[config.mk]
export PLATFORM = sky130hd
export DESIGN_NAME = spfpr_core
export DESIGN_NICKNAME = d
export VERILOG_FILES = /design/src/inc/spfpr_pkg.sv /design/src/verilog/spfpr_core.sv
export SDC_FILE = /design/constraint.sdc
export NUM_CORES = 1
export LEC_CHECK = 0
export CAP_MARGIN = 20
export CORE_ASPECT_RATIO = 1.1
export CORE_MARGIN = 2
export CORE_UTILIZATION = 25
export CTS_CLUSTER_SIZE = 10
export DETAILED_ROUTE_END_ITERATION = 10
export DONT_BUFFER_PORTS = 1
export PLACE_DENSITY = 0.36
export SYNTH_ARGS = -nofsm -noshare
export SYNTH_HDL_FRONTEND = slang
export SYNTH_SLANG_ARGS = --single-unit
[constraint.sdc]
create_clock -name clk_in -period 4.75 [get_ports clk_in]
set_clock_uncertainty 0.2 [all_clocks]
set_input_delay 0 -clock clk_in [delete_from_list [all_inputs] [get_ports clk_in]]
set_output_delay 0 -clock clk_in [all_outputs]
set_load 0.02 [all_outputs]
[src/inc/spfpr_pkg.sv]
`default_nettype none
package spfpr_pkg;
   // one-byte command codes, first byte after select falls
   localparam logic [7:0] CMD_STATUS_WRITE = 8'h01;
   localparam logic [7:0] CMD_PAGE_PROGRAM = 8'h02;
   localparam logic [7:0] CMD_READ = 8'h03;
   localparam logic [7:0] CMD_WRITE_DISABLE = 8'h04;
   localparam logic [7:0] CMD_STATUS_READ = 8'h05;
   localparam logic [7:0] CMD_WRITE_ENABLE = 8'h06;
   localparam logic [7:0] CMD_FAST_READ = 8'h0B;
   localparam logic [7:0] CMD_BULK_ERASE = 8'hC7;
   localparam logic [7:0] CMD_SECTOR_ERASE = 8'hD8;
   // status byte field positions
   localparam int BIT_BUSY = 0;
   localparam int BIT_LATCH = 1;
   localparam int BIT_PROT_LO = 2;
   localparam int BIT_PROT_HI = 4;
   localparam int BIT_SWD = 7;
   // array geometry: 22 used address bits, 64 sectors
   localparam int ADDR_W = 22;
   localparam logic [1:0] ADDR_LAST_BYTE = 2'h2;
   localparam logic [6:0] SECTOR_COUNT = 7'h40;
   // values after reset (delivery state of the non-volatile bits)
   localparam logic [2:0] PROT_RST = 3'h0;
   localparam logic SWD_RST = 1'h0;
   localparam logic LATCH_RST = 1'h0;
   // self-timed status write duration
   localparam int T_W_US = 15000;
   localparam int CLK_MHZ = 10;
   localparam int T_W_CYC = T_W_US * CLK_MHZ;
   // array operation kinds handed to the array controller
   localparam logic [1:0] OP_PROGRAM = 2'h1;
   localparam logic [1:0] OP_SECTOR = 2'h2;
   localparam logic [1:0] OP_BULK = 2'h3;
   typedef enum logic [3:0] {
      ST_CMD,
      ST_ADDR,
      ST_DUMMY,
      ST_SW_DATA,
      ST_PROG_DATA,
      ST_CMD_END,
      ST_READ,
      ST_STAT,
      ST_IGNORE
   } spfpr_state_t;
endpackage : spfpr_pkg
`default_nettype wire

[src/verilog/spfpr_core.sv]
`default_nettype none
// Overview of operation
// - protect-size bits persist and change only via status write command; reset also reloads them with PROT_RST.
// - program or sector erase into the protected region is refused.
// - bulk erase runs only when all protect-size bits are zero.
// - hardware-protected mode makes protect bits read-only and rejects status writes.
// - status write needs write-enable latch set beforehand; host sends write-enable first.
// - status write leaves b6,b5,b1,b0 alone; b6,b5 read zero.
// - select must rise right after eighth data bit, else write discarded.
// - valid status write starts timed cycle; busy flag high throughout; status readable.
// - write-enable latch clears when the status write cycle completes.
// - disable bit zero allows writes any pin level; one needs pin high.
// - hardware-protected mode rejects status writes even with latch set.
// - protected mode entered by bit set with pin low, or pin low later.
// - only raising the write-protect pin leaves hardware-protected mode; reset also leaves it by loading SWD_RST.
// - read is command plus three address bytes, bits taken on clock rise.
// - read data leaves msb first, one bit per falling clock edge.
// - address increments after each byte and wraps to zero.
// - select rising ends a read and output stops driving.
// - reads rejected while any write cycle runs; cycle continues unaffected.
// - fast read has one dummy byte before data output.
// - top two address bits are ignored.
// - codes 01h status write, 03h read, 0Bh fast read, sent first.
// - write-enable command 06h sets the write-enable latch.
// - busy flag is one while status write, program or erase runs.
// - latch at zero blocks status write, program and erase.
module spfpr_core
   import spfpr_pkg::*;
#(
   parameter int unsigned T_W_CYCLES = T_W_CYC
) (
   input wire logic clk_in,
   input wire logic nrst_in,
   input wire logic cs_n_in,
   input wire logic sclk_in,
   input wire logic serial_data_in,
   input wire logic write_protect_pin_in,
   output logic q_out,
   output logic q_oe_n_out,
   output logic [ADDR_W-1:0] mem_addr_out,
   input wire logic [7:0] mem_data_in,
   output logic op_start_out,
   output logic [1:0] op_kind_out,
   output logic [ADDR_W-1:0] op_addr_out,
   input wire logic op_busy_in,
   output logic [7:0] status_out,
   output logic hardware_protected_mode_out
);
   // pin synchronisers: cs, sclk, data, write protect
   logic [3:0] sync1_q;
   logic [3:0] sync2_q;
   logic cs_d_q;
   logic sclk_d_q;
   always_ff @(posedge clk_in or negedge nrst_in) begin
      if (!nrst_in) begin
         sync1_q <= 4'h9; // idle levels: wp high, data low, sclk low, cs high
         sync2_q <= 4'h9;
         cs_d_q <= 1'h1;
         sclk_d_q <= 1'h0; // matches the resting clock, so no false edge after reset
      end else begin
         sync1_q <= {write_protect_pin_in, serial_data_in, sclk_in, cs_n_in};
         sync2_q <= sync1_q;
         cs_d_q <= sync2_q[0];
         sclk_d_q <= sync2_q[1];
      end
   end

   logic cs_s;
   logic sclk_s;
   logic din_s;
   logic wp_s;
   logic rise;
   logic fall;
   logic cs_rise;
   assign cs_s = sync2_q[0];
   assign sclk_s = sync2_q[1];
   assign din_s = sync2_q[2];
   assign wp_s = sync2_q[3];
   // edges only count while selected; both reads share one sampling path,
   // so the link clock ceiling is set by the system clock ratio
   assign rise = !cs_s && sclk_s && !sclk_d_q;
   assign fall = !cs_s && !sclk_s && sclk_d_q;
   assign cs_rise = cs_s && !cs_d_q;

   // protected region grows from the top sector downward
   function automatic logic spfpr_in_prot(input logic [ADDR_W-1:0] a, input logic [2:0] bp);
      logic [6:0] size;
      size = (bp == 3'h7) ? SECTOR_COUNT : (7'h01 << (bp - 3'h1));
      return (bp != 3'h0) && ({1'h0, a[ADDR_W-1:16]} >= (SECTOR_COUNT - size));
   endfunction : spfpr_in_prot

   spfpr_state_t st_q, st_d;
   logic [7:0] cmd_q, cmd_d;
   logic [7:0] sr_in_q, sr_in_d;
   logic [2:0] bit_q, bit_d;
   logic [1:0] byte_q, byte_d;
   logic [ADDR_W-1:0] addr_q, addr_d;
   logic [7:0] out_sr_q, out_sr_d;
   logic q_q, q_d;
   logic oe_n_q, oe_n_d;
   logic latch_q, latch_d;
   logic [2:0] prot_q, prot_d;
   logic swd_q, swd_d;
   logic sw_busy_q, sw_busy_d;
   logic [23:0] tmr_q, tmr_d;
   logic [7:0] new_stat_q, new_stat_d;
   logic op_start_q, op_start_d;
   logic [1:0] op_kind_q, op_kind_d;
   logic [ADDR_W-1:0] op_addr_q, op_addr_d;
   logic busy_d1_q;
   logic busy_any;
   logic hw_locked;
   logic [7:0] byte_in;
   logic [7:0] stat;
   logic [7:0] ld;

   assign busy_any = sw_busy_q || op_busy_in;
   assign hw_locked = swd_q && !wp_s;
   assign byte_in = {sr_in_q[6:0], din_s};
   assign stat = {swd_q, 2'h0, prot_q, latch_q, busy_any};

   // command sequencer, shifters and status bits
   always_comb begin
      st_d = st_q;
      cmd_d = cmd_q;
      sr_in_d = sr_in_q;
      bit_d = bit_q;
      byte_d = byte_q;
      addr_d = addr_q;
      out_sr_d = out_sr_q;
      q_d = q_q;
      oe_n_d = oe_n_q;
      latch_d = latch_q;
      prot_d = prot_q;
      swd_d = swd_q;
      sw_busy_d = sw_busy_q;
      tmr_d = tmr_q;
      new_stat_d = new_stat_q;
      op_start_d = 1'h0;
      op_kind_d = op_kind_q;
      op_addr_d = op_addr_q;
      ld = (st_q == ST_READ) ? mem_data_in : stat;
      // self-timed status write; bits commit at the end of the cycle
      if (sw_busy_q) begin
         if (tmr_q == 24'h1) begin
            swd_d = new_stat_q[BIT_SWD];
            prot_d = new_stat_q[BIT_PROT_HI:BIT_PROT_LO];
            sw_busy_d = 1'h0;
            latch_d = 1'h0;
         end else begin
            tmr_d = tmr_q - 24'h1;
         end
      end
      // latch also drops once an array cycle finishes
      if (busy_d1_q && !op_busy_in) begin
         latch_d = 1'h0;
      end
      // select rising executes whatever completed cleanly
      if (cs_rise) begin
         if (st_q == ST_CMD_END) begin
            case (cmd_q)
               CMD_WRITE_ENABLE: latch_d = 1'h1;
               CMD_WRITE_DISABLE: latch_d = 1'h0;
               CMD_STATUS_WRITE: begin
                  if (latch_q && !hw_locked && !busy_any) begin
                     sw_busy_d = 1'h1;
                     tmr_d = 24'(T_W_CYCLES);
                  end
               end
               CMD_SECTOR_ERASE: begin
                  if (latch_q && !busy_any && !spfpr_in_prot(addr_q, prot_q)) begin
                     op_start_d = 1'h1;
                     op_kind_d = OP_SECTOR;
                     op_addr_d = addr_q;
                  end
               end
               CMD_BULK_ERASE: begin
                  if (latch_q && !busy_any && (prot_q == 3'h0)) begin
                     op_start_d = 1'h1;
                     op_kind_d = OP_BULK;
                     op_addr_d = addr_q;
                  end
               end
               default: ;
            endcase
         end else if ((st_q == ST_PROG_DATA) && (bit_q == 3'h0) && (byte_q != 2'h0) && latch_q && !busy_any
                      && !spfpr_in_prot(addr_q, prot_q)) begin
            op_start_d = 1'h1;
            op_kind_d = OP_PROGRAM;
            op_addr_d = addr_q;
         end
      end
      if (cs_s) begin
         // deselected: release the output and rearm for a command
         st_d = ST_CMD;
         bit_d = 3'h0;
         byte_d = 2'h0;
         oe_n_d = 1'h1;
      end else if (rise) begin
         sr_in_d = byte_in;
         bit_d = bit_q + 3'h1;
         unique case (st_q)
            ST_CMD: begin
               if (bit_q == 3'h7) begin
                  cmd_d = byte_in;
                  case (byte_in)
                     CMD_READ, CMD_FAST_READ, CMD_PAGE_PROGRAM, CMD_SECTOR_ERASE:
                        st_d = busy_any ? ST_IGNORE : ST_ADDR;
                     CMD_STATUS_WRITE:
                        st_d = (busy_any || !latch_q || hw_locked) ? ST_IGNORE : ST_SW_DATA;
                     CMD_WRITE_ENABLE, CMD_WRITE_DISABLE, CMD_BULK_ERASE:
                        st_d = ST_CMD_END;
                     CMD_STATUS_READ:
                        st_d = ST_STAT;
                     default:
                        st_d = ST_IGNORE;
                  endcase
               end
            end
            ST_ADDR: begin
               addr_d = {addr_q[ADDR_W-2:0], din_s};
               if (bit_q == 3'h7) begin
                  byte_d = byte_q + 2'h1;
                  if (byte_q == ADDR_LAST_BYTE) begin
                     byte_d = 2'h0;
                     if (cmd_q == CMD_READ) begin
                        st_d = ST_READ;
                     end else if (cmd_q == CMD_FAST_READ) begin
                        st_d = ST_DUMMY;
                     end else if (cmd_q == CMD_PAGE_PROGRAM) begin
                        st_d = ST_PROG_DATA;
                     end else begin
                        st_d = ST_CMD_END;
                     end
                  end
               end
            end
            ST_DUMMY: begin
               if (bit_q == 3'h7) begin
                  st_d = ST_READ;
               end
            end
            ST_SW_DATA: begin
               if (bit_q == 3'h7) begin
                  new_stat_d = byte_in;
                  st_d = ST_CMD_END;
               end
            end
            ST_PROG_DATA: begin
               if (bit_q == 3'h7) begin
                  byte_d = 2'h1;
               end
            end
            ST_CMD_END: st_d = ST_IGNORE;
            ST_READ, ST_STAT, ST_IGNORE: bit_d = bit_q;
         endcase
      end else if (fall && ((st_q == ST_READ) || (st_q == ST_STAT))) begin
         // output phase: bit counter tracks falling edges instead
         oe_n_d = 1'h0;
         bit_d = bit_q + 3'h1;
         if (bit_q == 3'h0) begin
            q_d = ld[7];
            out_sr_d = {ld[6:0], 1'h0};
            if (st_q == ST_READ) begin
               addr_d = addr_q + 22'h1;
            end
         end else begin
            q_d = out_sr_q[7];
            out_sr_d = {out_sr_q[6:0], 1'h0};
         end
      end
   end

   always_ff @(posedge clk_in or negedge nrst_in) begin
      if (!nrst_in) begin
         st_q <= ST_CMD;
         cmd_q <= 8'h00;
         sr_in_q <= 8'h00;
         bit_q <= 3'h0;
         byte_q <= 2'h0;
         addr_q <= 22'h0;
         out_sr_q <= 8'h00;
         q_q <= 1'h0;
         oe_n_q <= 1'h1;
         latch_q <= LATCH_RST;
         prot_q <= PROT_RST;
         swd_q <= SWD_RST;
         sw_busy_q <= 1'h0;
         tmr_q <= 24'h0;
         new_stat_q <= 8'h00;
         op_start_q <= 1'h0;
         op_kind_q <= 2'h0;
         op_addr_q <= 22'h0;
         busy_d1_q <= 1'h0;
      end else begin
         st_q <= st_d;
         cmd_q <= cmd_d;
         sr_in_q <= sr_in_d;
         bit_q <= bit_d;
         byte_q <= byte_d;
         addr_q <= addr_d;
         out_sr_q <= out_sr_d;
         q_q <= q_d;
         oe_n_q <= oe_n_d;
         latch_q <= latch_d;
         prot_q <= prot_d;
         swd_q <= swd_d;
         sw_busy_q <= sw_busy_d;
         tmr_q <= tmr_d;
         new_stat_q <= new_stat_d;
         op_start_q <= op_start_d;
         op_kind_q <= op_kind_d;
         op_addr_q <= op_addr_d;
         busy_d1_q <= op_busy_in;
      end
   end

   assign q_out = q_q;
   assign q_oe_n_out = oe_n_q;
   assign mem_addr_out = addr_q;
   assign op_start_out = op_start_q;
   assign op_kind_out = op_kind_q;
   assign op_addr_out = op_addr_q;
   assign status_out = stat;
   assign hardware_protected_mode_out = hw_locked;

   // helper: length of each status write cycle, checked against the load value
   logic [23:0] busy_len_q;
   always_ff @(posedge clk_in or negedge nrst_in) begin
      if (!nrst_in) begin
         busy_len_q <= 24'h0;
      end else begin
         busy_len_q <= sw_busy_q ? busy_len_q + 24'h1 : 24'h0;
      end
   end

   sw_start_a: assert property (@(posedge clk_in) disable iff (!nrst_in)
      cs_rise && (st_q == ST_CMD_END) && (cmd_q == CMD_STATUS_WRITE) && latch_q && !hw_locked && !busy_any
      |=> sw_busy_q && status_out[BIT_BUSY]) else $error("status write did not start");
   locked_reject_a: assert property (@(posedge clk_in) disable iff (!nrst_in)
      cs_rise && hw_locked && !sw_busy_q |=> !sw_busy_q) else $error("status write accepted in protected mode");
   sw_length_a: assert property (@(posedge clk_in) disable iff (!nrst_in)
      $fell(sw_busy_q) |-> ($past(busy_len_q) == 24'(T_W_CYCLES - 1))) else $error("status write length wrong");
   latch_clear_a: assert property (@(posedge clk_in) disable iff (!nrst_in)
      $fell(sw_busy_q) |-> !latch_q) else $error("latch not cleared after status write");
   prot_stable_a: assert property (@(posedge clk_in) disable iff (!nrst_in)
      $changed(prot_q) || $changed(swd_q) |-> $fell(sw_busy_q)) else $error("protect bits changed outside write");
   bulk_guard_a: assert property (@(posedge clk_in) disable iff (!nrst_in)
      op_start_q && (op_kind_q == OP_BULK) |-> (prot_q == 3'h0) && $past(latch_q))
      else $error("bulk erase while protected");
   read_reject_a: assert property (@(posedge clk_in) disable iff (!nrst_in)
      rise && (st_q == ST_CMD) && (bit_q == 3'h7) && busy_any && (byte_in == CMD_READ)
      |=> (st_q == ST_IGNORE) ##1 (sw_busy_q == $past(sw_busy_q))) else $error("read taken while busy");
   oe_release_a: assert property (@(posedge clk_in) disable iff (!nrst_in)
      cs_s |=> q_oe_n_out) else $error("output still driven after deselect");
   addr_step_a: assert property (@(posedge clk_in) disable iff (!nrst_in)
      fall && (st_q == ST_READ) && (bit_q == 3'h0) |=> addr_q == 22'($past(addr_q) + 22'h1))
      else $error("read address did not step");
   stat_zero_a: assert property (@(posedge clk_in) disable iff (!nrst_in)
      status_out[6:5] == 2'h0 && status_out[BIT_BUSY] == (sw_busy_q || op_busy_in))
      else $error("status reserved bits not zero");
endmodule : spfpr_core
`default_nettype wire
# Yosys cells after proc, flatten, opt, wreduce, memory -nomap -nowiden
# Cells that the tools add are included.
[op_classes]
n_addsub = 6
order_cmp = 1
n_eq_ne = 41
shift = 1
muxes = 70
bitwise_logic = 2
n_reduce_logical = 61
[op_table]
columns = ["op", "count"]
rows = [
  ["22-bit 2-to-1 mux", 9],
  ["24-bit 2-to-1 mux", 6],
  ["22-bit case mux with 2 select lines", 1],
  ["8-bit by 3-bit equality test with 1-bit output, second input constant", 5],
  ["4-bit 2-to-1 mux", 9],
  ["8-bit by 2-bit equality test with 1-bit output, second input constant", 4],
  ["8-bit equality test, second input constant", 4],
  ["24-bit by 1-bit equality test with 1-bit output, second input constant", 1],
  ["3-bit inequality test, second input constant", 8],
  ["24-bit by 1-bit subtractor with 24-bit output, second input constant", 1],
  ["22-bit by 1-bit adder with 22-bit output, second input constant", 1],
  ["1-bit 2-to-1 mux", 21],
  ["4-bit case mux with 5 select lines", 1],
  ["1-bit logical AND", 19],
  ["2-bit 2-to-1 mux", 9],
  ["3-bit 2-to-1 mux", 6],
  ["4-bit by 3-bit equality test with 1-bit output, second input constant", 4],
  ["8-bit by 1-bit equality test with 1-bit output, second input constant", 2],
  ["8-bit by 4-bit equality test with 1-bit output, second input constant", 2],
  ["8-bit 2-to-1 mux", 2],
  ["4-bit case mux with 4 select lines", 1],
  ["2-bit nonzero test", 7],
  ["4-bit AND reduction", 3],
  ["1-bit logical NOT", 10],
  ["30 further kinds", 46],
]
[totals]
regBits = 130
inputBits = 15
output_inout_bits = 58
elab_cells = 205

# Depth between registers and ports, before layout
# Gate-level depths: netlist of run 1.
[depth]
word_depth = 12
ltp_mapped = 15
depth_no_buf = 14

# Worst setup path before layout of run 1
# OpenSTA, ideal clock, no wires.
[synth_path]
path_type = "register -> register"
from = "register prot_q[1]"
to = "register op_addr_q[10], in the netlist op_addr_out[10]"
setup_ns = 0.125
t_arrival_ns = 3.518
required_time_ns = 4.425
path_slack_ns = 0.907
stages_incl_launch_ff = 16
path_buffers = 2
path_cell_list = "dfrtp_1 -> clkbuf_1 -> or3b_2 -> ha_1 -> nand2b_1 -> o21ai_0 -> nand2_1 -> o21ai_0 -> ha_1 -> a21o_1 -> a211oi_1 -> o21ai_0 -> a211oi_2 -> o22ai_2 -> buf_4 -> mux2_2"
[synth_between]
elab_chain_len = 10
[synth_rtl]
columns = ["element", "line_no", "rtl"]
rows = [
  ["from (decl)", "spfpr_core.sv:102", "logic [2:0] prot_q, prot_d;"],
  ["from (signal assigned)", "spfpr_core.sv:306", "prot_q <= prot_d;"],
  ["3-bit by 1-bit subtractor with 3-bit output", "spfpr_core.sv:88", "size = (bp == 3'h7) ? SECTOR_COUNT : (7'h01 << (bp - 3'h1));"],
  ["1-bit by 3-bit left shift with 7-bit output", "spfpr_core.sv:88", ""],
  ["7-bit 2-to-1 mux", "spfpr_core.sv:88", ""],
  ["7-bit subtractor", "spfpr_core.sv:89", "return (bp != 3'h0) && ({1'h0, a[ADDR_W-1:16]} >= (SECTOR_COUNT - size));"],
  ["6-bit by 7-bit greater-or-equal comparator with 1-bit output", "spfpr_core.sv:89", ""],
  ["1-bit logical AND", "spfpr_core.sv:89", ""],
  ["1-bit logical NOT", "spfpr_core.sv:171, spfpr_core.sv:187", ""],
  ["1-bit logical AND (on tied branches)", "spfpr_core.sv:171, spfpr_core.sv:187", ""],
  ["3-bit inequality test (no source line) or 2-bit nonzero test (tied branches)", "--", ""],
  ["5-bit AND reduction (no source line) *", "--", ""],
  ["to (signal assigned)", "spfpr_core.sv:313", "op_addr_q <= op_addr_d;"],
  ["to (decl)", "spfpr_core.sv:109", "logic [ADDR_W-1:0] op_addr_q, op_addr_d;"],
]
# Every way passes the cells marked *; elsewhere a longest branch is shown, timed or not.
# A chain may end at the register's enable or synchronous reset.

# Worst setup path after layout of run 1
[layout_path]
from = "register prot_q[2]"
to = "register op_addr_q[0], in the netlist op_addr_out[0]"
# The elaborated chain is that of the path after synthesis.

==> results of run 1 <==
==> timing repair <==
item / in CTS / in global routing
hold endpoints to repair: 141 / 0
setup endpoints to repair: 0 / 0
hold buffers: 19 / 0
==> worst min path at each step <==
stage               start              endpoint  slack [ns]
2_1_floorplan     nrst_in  bit_q[0]$_DFFE_PN0P_       -0.50
3_3_place_gp      nrst_in   tmr_q[18]$_DFF_PN0_       -0.49
3_5_place_dp      nrst_in   tmr_q[18]$_DFF_PN0_       -0.49
4_1_cts        op_busy_in   busy_d1_q$_DFF_PN0_        0.03
5_1_grt           nrst_in   tmr_q[18]$_DFF_PN0_        0.03
6_report          nrst_in   tmr_q[18]$_DFF_PN0_       -0.03
==> critical path: cells and delay by family (launching register included) <==
kind / cells / cell delay [ns]
AO/OA/AOI/OAI: 7 / 1.26
multiplexers: 1 / 0.31
AND/OR/NAND/NOR: 3 / 0.81
buffers and inverters: 1 / 0.27
flip-flops: 1 / 0.60
adder cells (fa/ha/maj): 2 / 0.55
==> registers in the layout, indices dropped and copies added, names as in the netlist, 2 cells and up <==
register      flops
tmr_q            24
sync2_q           4
out_sr_q          7
mem_addr_out     22
new_stat_q        4
cmd_q             8
byte_q            2
prot_q            3
sr_in_q           7
sync1_q           4
bit_q             3
op_addr_out      22
op_kind_out       2
st_q              4
==> cell type report <==
class,instances,share of cell area
clock inverter,12,0.0213
multi-input combinational,491,0.410
clock buffer,19,0.0593
sequential,125,0.411
tap,346,0.0567
timing repair buffer,27,0.0351
inverter,14,0.00688
==> where the power goes <==
group	switching [mW]	internal [mW]	leakage (nW)
sequential	0.0569	1.09	1.55
combinational	0.0707	0.0496	1.27
clock	0.525	0.856	0.296
total	0.653	2.00	3.11
==> cells by family after synthesis <==
kind of cell / synth area share
xor+xnor: 0.0283
mux: 0.0831
flops: 0.483
simple gates: 0.218
fa+ha+maj: 0.0251
compound gates: 0.127
other cells: 0.000578
buf+inv: 0.0349
==> cell usage after synthesis (5+ instances only) <==
library cell / n / area (um^2)
nor2_1: 67 / 251
or4_1: 5 / 37.5
buf_2: 7 / 35.0
mux2_2: 39 / 439
nand2b_1: 11 / 68.8
nand3_1: 38 / 190
dfstp_2: 6 / 158
buf_4: 7 / 52.6
nor4_1: 5 / 31.3
o211ai_1: 6 / 45.0
dfrtp_1: 119 / 2980
a21o_1: 10 / 75.1
nor3_1: 20 / 100
inv_1: 14 / 52.6
clkbuf_1: 23 / 86.3
o21ai_0: 31 / 155
a21oi_1: 28 / 140
ha_1: 13 / 163
and3_1: 7 / 43.8
xor2_1: 17 / 149
nand2_1: 77 / 289
or2_2: 5 / 31.3
nand4_1: 7 / 43.8
a211oi_1: 7 / 52.6
nor2b_1: 10 / 62.6
a31oi_1: 11 / 68.8
mux2i_1: 10 / 100
nand4b_1: 8 / 70.1
==> per-layer routing <==
layer | vias up | share of wire
li1 | 2400 | -
met1 | 2456 | 0.45
met2 | 81 | 0.50
met3 | 20 | 0.037
met4 | 0 | 0.015
met5 | - | 0
==> cell usage in the layout (no fill, tap or decap), types with 6 or more instances in the layout <==
cell and count:
clkbuf_16 17, and3_1 7, xor2_1 17, dfstp_2 6, buf_4 8, nor2_1 67, o21ai_0 31, nand4b_1 8
nand4_1 7, nand3_1 38, dfrtp_1 119, nand2_1 77, dlygate4sd3_1 18, a21oi_1 28, mux2_2 39, ha_1 13
o211ai_1 6, inv_1 14, nor2b_1 10, a211oi_1 7, nand2b_1 11, a31oi_1 11, a21o_1 10, nor3_1 20
mux2i_1 10
==> through the flow <==
step | instances | setup slack [ns] | util
floorplan | 667 | 0.907 | -
global placement | 984 | 0.768 | 0.268
detailed placement | 984 | 0.620 | 0.268
CTS | 1034 | 0.612 | 0.300
global route | 1034 | 0.358 | 0.300
finish | 1034 | 0.621 | 0.300
==> results by group, run 1 <==
Setup path
  • R2R Path Start: prot_q[2]$_DFFE_PN0P_
  • R2R cell count: 14
  • Critical path's slowest cell: dfrtp_1
  • CP Cell Sequence: or3b_2 -> ha_1 -> nand2b_1 -> o21ai_0 -> nand2_1 -> o21ai_0 -> ha_1 -> a21o_1 -> a211oi_1 -> o21ai_0 -> a211oi_2 -> o22ai_2 -> buf_4 -> mux2_2
  • Worst setup SP type: flop
  • Worst setup path category: flop to flop
  • CP Launch Point: prot_q[2]$_DFFE_PN0P_
  • Reg-to-reg endpoint: op_addr_out[0]$_DFFE_PN0P_
  • Worst Setup EP: op_addr_out[0]$_DFFE_PN0P_
  • Worst path required time: around 4.9 ns
  • Slowest Stage Delay on Critical Path: about 0.6 ns
  • R2R Setup Slk: 0.62 ns
  • Most used cell, CP: o21ai_0
  • Arr. time, crit path: about 4.2 ns
  • Worst-path fanout max: 24
  • Critical Path End Type: flop

GRT
  • Met2 GRT Util: 0.229
  • Most Crowded Layer GR: met2
  • Largest net degree at the start of global routing: approximately 130
  • GRT Resource Usage Total: 0.136
  • Met1 Use GR: 0.169
  • First-pass GRT wire length: about 29000 um
  • M3 GR Usage: 0.0346
  • Vias in the first global route: 5108
  • Initial antenna violation count: 0
  • Grt total ovfl: 0

Timing
  • Worst Hold Margin: -0.0272 ns
  • Setup TNS: 0 ns
  • Min Tclk post-route: roughly 4.1 ns
  • Unrepaired setup endpoints after global routing: no
  • Worst slew margin: 0.372
  • Worst-Margin Slew: about 0.94 ns
  • Final Max Tran Viols: 0
  • Final Hold Viols: 7
  • Max Fclk: ~0.24 GHz
  • Crit share post-route: 0.869
  • # setup viols final: 0

Power
  • Total power: roughly 2.6 mW
  • Leak: between 3 and 4 nW
  • Peak supply drop: 211 uV
  • Power Density: roughly 350 nW/um^2

Synthesis
  • Async SR Flop Fraction: 1.00
  • Cell area after synthesis: between 6000 and 7000 um^2
  • Yosys warns: 0
  • Netlist cell types: 65
  • Register area share after synthesis: 0.483
  • Synth Instances: roughly 670
  • Top_reg_cell synth: dfrtp_1
  • Post-synth EDFFs: 0
  • Mean area per synthesized cell: just under 10 um^2
  • Yosys reg bits: 125

Route
  • Detailed-router iteration count before antenna repair: 4
  • Via-per-instance ratio: ~4.8
  • Routed wire length per instance: 17.3 um
  • Final antenna-violating net count: 0
  • Total routed wirelength: between 15000 and 20000 um
  • Vias post-DR: 4957
  • Initial DRC Count: approximately 310
  • DRC: 0

Die
  • Core area: approximately 25000 um^2
  • Die Width: 158 um
  • Std cell rows: between 60 and 70
  • Starting Density: 0.255
  • Die Y: around 170 um
  • Die footprint: roughly 27000 um^2
  • Ports: 73

Finish
  • Layout area overhead: 17.7%
  • Layout Nets: about 700
  • Fillers: 2652
  • Footprint of the multi-input gates: 3130 um^2
  • Antenna Diode Count: 0
  • Final instance area: about 7600 um^2
  • FF/Latch Area: 3140 um^2
  • Share of cells above drive strength 1: 0.151

Clocking
  • H-Tree Depth: 4
  • Clock Sinks: 125
  • Clock Tree Buf Depth: 2
  • Num CTS Buffers: 17
  • CTS tree: yes
  • Cts repair resizes: 0
  • CTS clk-pin slew, worst paths: about 0.060 ns
  • Worst skew pair latency: between 0.4 and 0.5 ns
  • Clk root buf: clkbuf_16
  • Post CTS Setup Buffer Count: 0

Place
  • Dpl hpwl: between 10000 and 15000 um
  • PortBufs: 0
  • Routability Congestion: 0.770
  • Placed Area: around 6800 um^2

Min path
  • HP Class: input port to async pin

Status
  • Status: finished with violations
  • Failing checks: hold timing

Job
  • Max_cap viols: 0
Power figures use the tool's default switching activity.
==> run 2: changes to the inputs <==
--- a/config.mk
+++ b/config.mk
@@ -5,6 +5,7 @@
 export SDC_FILE = /design/constraint.sdc
 export NUM_CORES = 1
 export LEC_CHECK = 0
+export ABC_AREA = 1
 export CAP_MARGIN = 20
 export CORE_ASPECT_RATIO = 1.1
 export CORE_MARGIN = 2
==> constraint.sdc (replaced) <==
create_clock -name clk_in -period 4.6 [get_ports clk_in]
set_clock_uncertainty 0.2 [all_clocks]
set_input_delay 0 -clock clk_in [delete_from_list [all_inputs] [get_ports clk_in]]
set_output_delay 0 -clock clk_in [all_outputs]
set_load 0.02 [all_outputs]
==> run 2 against run 1 <==
Compared with the run above: the run still ends with hold timing left; clock-buffer cell count decreased by 1; cell count grew 23%; wire length is 14% higher; worst setup slack improved by 0.49 ns; first-iteration DRC count is 5.5% lower; die area up 5.3%; largest cell class is now multi-input combinational cells; core utilization shrank 0.29 points; highest routed layer unchanged.
==> results by group, run 2 <==
Synthesis
  • Cell area after synthesis: roughly 7000 um^2
  • Synth area leaders: dfrtp_1 (44%), nand2_1 (11%), nor2_1 (5.8%)
  • Netlist cell types: 44
  • Top-area cell type share of the netlist area: 0.435
  • Yosys reg bits: ~130
  • Async SR Flop Fraction: 1.00
  • Register area share after synthesis: 0.458
  • Most instantiated library cell after synthesis: nand2_1
  • Post-synth EDFFs: 0
  • Synth Instances: 889
  • Yosys warns: 0
  • Mean area per synthesized cell: roughly 7.7 um^2
  • Post-synth top cells: nand2_1 (195), dfrtp_1 (119), nor2_1 (106)
  • Top_reg_cell synth: dfrtp_1
  • Yosys top cell by area: dfrtp_1

Power
  • Clock power share: 0.415
  • Leak: ~3.6 nW
  • Sw frac: 0.335
  • Comb pwr share: 0.145
  • Net Sw Power: 1.18 mW
  • Pint: approximately 2.3 mW
  • Peak supply drop: between 150 and 200 uV
  • Register share of total power: 0.440
  • Power Density: 439 nW/um^2

Timing
  • Worst-Margin Slew: between 0.6 and 0.7 ns
  • Final Hold Viols: 2
  • Final Max Tran Viols: 0
  • Worst slew margin: 0.532
  • Unrepaired setup endpoints after global routing: no
  • # setup viols final: 0
  • Max Fclk: 0.287 GHz
  • Crit share post-route: 0.758
  • Setup TNS: 0 ns
  • Worst Hold Margin: -0.00582 ns
  • Min Tclk post-route: between 3 and 4 ns

Route
  • Detailed-router iteration count before antenna repair: 5
  • DRC: 0
  • Via-per-instance ratio: between 4 and 5
  • Vias post-DR: approximately 5900
  • Total routed wirelength: between 20000 and 25000 um
  • Routed wire length per instance: 16.0 um
  • Initial DRC Count: 292
  • Final antenna-violating net count: 0

Clocking
  • Cts repair resizes: 0
  • Post CTS Setup Buffer Count: 0
  • Worst skew pair latency: ~0.43 ns
  • Num CTS Buffers: 17
  • H-Tree Depth: 4
  • Clk root buf: clkbuf_16
  • Clock Tree Buf Depth: 2
  • CTS clk-pin slew, worst paths: ~0.06 ns
  • CTS tree: yes
  • Clock Sinks: roughly 130

Setup path
  • Most used cell, CP: nand2_1
  • R2R cell count: 22
  • Crit path depth: 22
  • Critical Path End Type: flop
  • Worst path required time: 4.72 ns
  • Worst setup path category: flop to flop
  • Worst-path fanout max: 24
  • Slowest Stage Delay on Critical Path: approximately 0.56 ns
  • Largest delay contributor family on the critical path: simple AND/OR/NAND/NOR gates
  • Arr. time, crit path: ~3.6 ns
  • Critical path's slowest cell: dfrtp_1
  • Worst setup SP type: flop
  • CP Cell Sequence: inv_1 -> nor2_1 -> inv_1 -> nor2_1 -> inv_1 -> ha_1 -> inv_1 -> nand2_1 -> o22ai_1 -> ha_1 -> nand2_1 -> inv_1 -> nand2_1 -> nand2_1 -> nand2_1 -> nand2_1 -> nand2_1 -> nand3_1 -> nand2_2 -> nand3_2 -> nand2_1 -> nand2_1
  • Buffers & Inverters on Critical Path: 5

Status
  • Status: finished with violations
  • Failing checks: hold timing

Finish
  • Share of cells above drive strength 1: 0.0862
  • Layout Nets: roughly 930
  • Leading cell types in the layout, fill and taps excluded: nand2_1 (195), dfrtp_1 (119), nor2_1 (105), inv_1 (101), o21ai_0 (79)
  • Fillers: 3000
  • Final instance area: 8020 um^2
  • Commonest non-fill, non-tap cell in the layout: nand2_1
  • Max FFs per register: 24
  • Largest Register: tmr_q
  • Antenna Diode Count: 0
  • Layout area overhead: 17.2%

Place
  • Dpl hpwl: between 10000 and 15000 um
  • PortBufs: 0
  • Placed Area: ~7000 um^2
  • Routability Congestion: slightly below 0.8

Die
  • Core area: around 27000 um^2
  • Die Width: roughly 160 um
  • Std cell rows: 63
  • Starting Density: 0.254
  • Die Y: about 180 um
  • Die footprint: 28700 um^2
  • Ports: 73

Min path
  • HP Class: input port to async pin

GRT
  • M3 GR Usage: 0.0365
  • Met1 Use GR: 0.190
  • First-pass GRT wire length: ~33000 um
  • Largest net degree at the start of global routing: between 100 and 150
  • Vias in the first global route: 5928
  • Grt total ovfl: 0
  • Initial antenna violation count: 0
  • Most Crowded Layer GR: met2
  • GRT Resource Usage Total: 0.148
  • Met2 GRT Util: 0.244

Job
  • Max_cap viols: 0
run 2: cell families (layout without fill, tap and decap cells):
| logic type | after synthesis | in the layout | synth area share |
|---|---|---|---|
| AOI/OAI and AO/OA | 152 | 152 | 0.122 |
| xor gates and xnor gates | 17 | 17 | 0.0218 |
| adders and majority gates | 13 | 13 | 0.0238 |
| buffers and inverters | 139 | 165 | 0.0830 |
| DFF | 125 | 125 | 0.458 |
| muxes | 4 | 4 | 0.00658 |
| other | 1 | 2 | 0.000548 |
| and+or+nand+nor | 438 | 438 | 0.284 |
run 2: layer usage:
layer | share of wire | wire length [um] | vias up
li1 | - | - | 2961
met1 | 0.47 | 9570 | 2794
met2 | 0.47 | 9600 | 74
met3 | 0.039 | 790 | 21
met4 | 0.018 | 368 | 0
met5 | 0 | 0 | -
run 2: power groups by stage:
stage	sequential, mW	clock [mW]	combinational, mW
after floorplan	1.48	0	0.392
after global placement	1.58	0	0.482
after detailed placement	1.58	0	0.479
after CTS	1.56	1.51	0.522
after global routing	1.58	1.55	0.603
final	1.55	1.46	0.512
run 2: area by class of cell:
cell class	instances	area (um^2)	share of cell area
inverter	108	405	0.0505
clock inverter	14	194	0.0242
clock buffer	18	439	0.0547
tap	357	447	0.0557
sequential	125	3140	0.391
timing repair buffer	25	255	0.0318
multi-input combinational	626	3150	0.392
run 2: per-stage QoR:
step / std cells / setup slack (ns) / total power, mW / hold slack (ns) / utilization
5_1_grt: 1273 / 0.671 / 3.74 / 0.0679 / 0.298
6_report: 1273 / 1.11 / 3.53 / -0.00582 / 0.298
2_1_floorplan: 890 / 1.75 / 1.88 / -0.496 / -
3_3_place_gp: 1221 / 1.13 / 2.06 / -0.489 / 0.266
3_5_place_dp: 1221 / 1.04 / 2.06 / -0.488 / 0.266
4_1_cts: 1273 / 1.04 / 3.59 / 0.0536 / 0.298
run 2: final timing paths:
path                                  startpoint                         end  slack [ns]
max                        prot_q[0]$_DFFE_PN0P_  op_addr_out[1]$_DFFE_PN0P_        1.11
min                                      nrst_in         tmr_q[15]$_DFF_PN0_      -0.006
max reg2reg                prot_q[0]$_DFFE_PN0P_  op_addr_out[1]$_DFFE_PN0P_        1.11
min reg2reg                 sync1_q[2]$_DFF_PN0_        sync2_q[2]$_DFF_PN0_        0.15
max in group asynchronous                nrst_in  op_addr_out[7]$_DFFE_PN0P_        3.66
min in group clk_in               mem_data_in[5]     out_sr_q[6]$_DFFE_PN0P_        0.10
run 2: worst reg2reg max path: cells and delay by family (launching register included):
kind	cells	cell delay, ns
simple gates	14	1.61
flops	1	0.56
fa+ha+maj	2	0.45
buf+inv	5	0.37
compound gates	1	0.20
run 2: repair_timing:
action                                  CTS  global route
endpoints found under the hold margin   139             0
endpoints found under the setup margin    0             0
hold buffers                             20             0
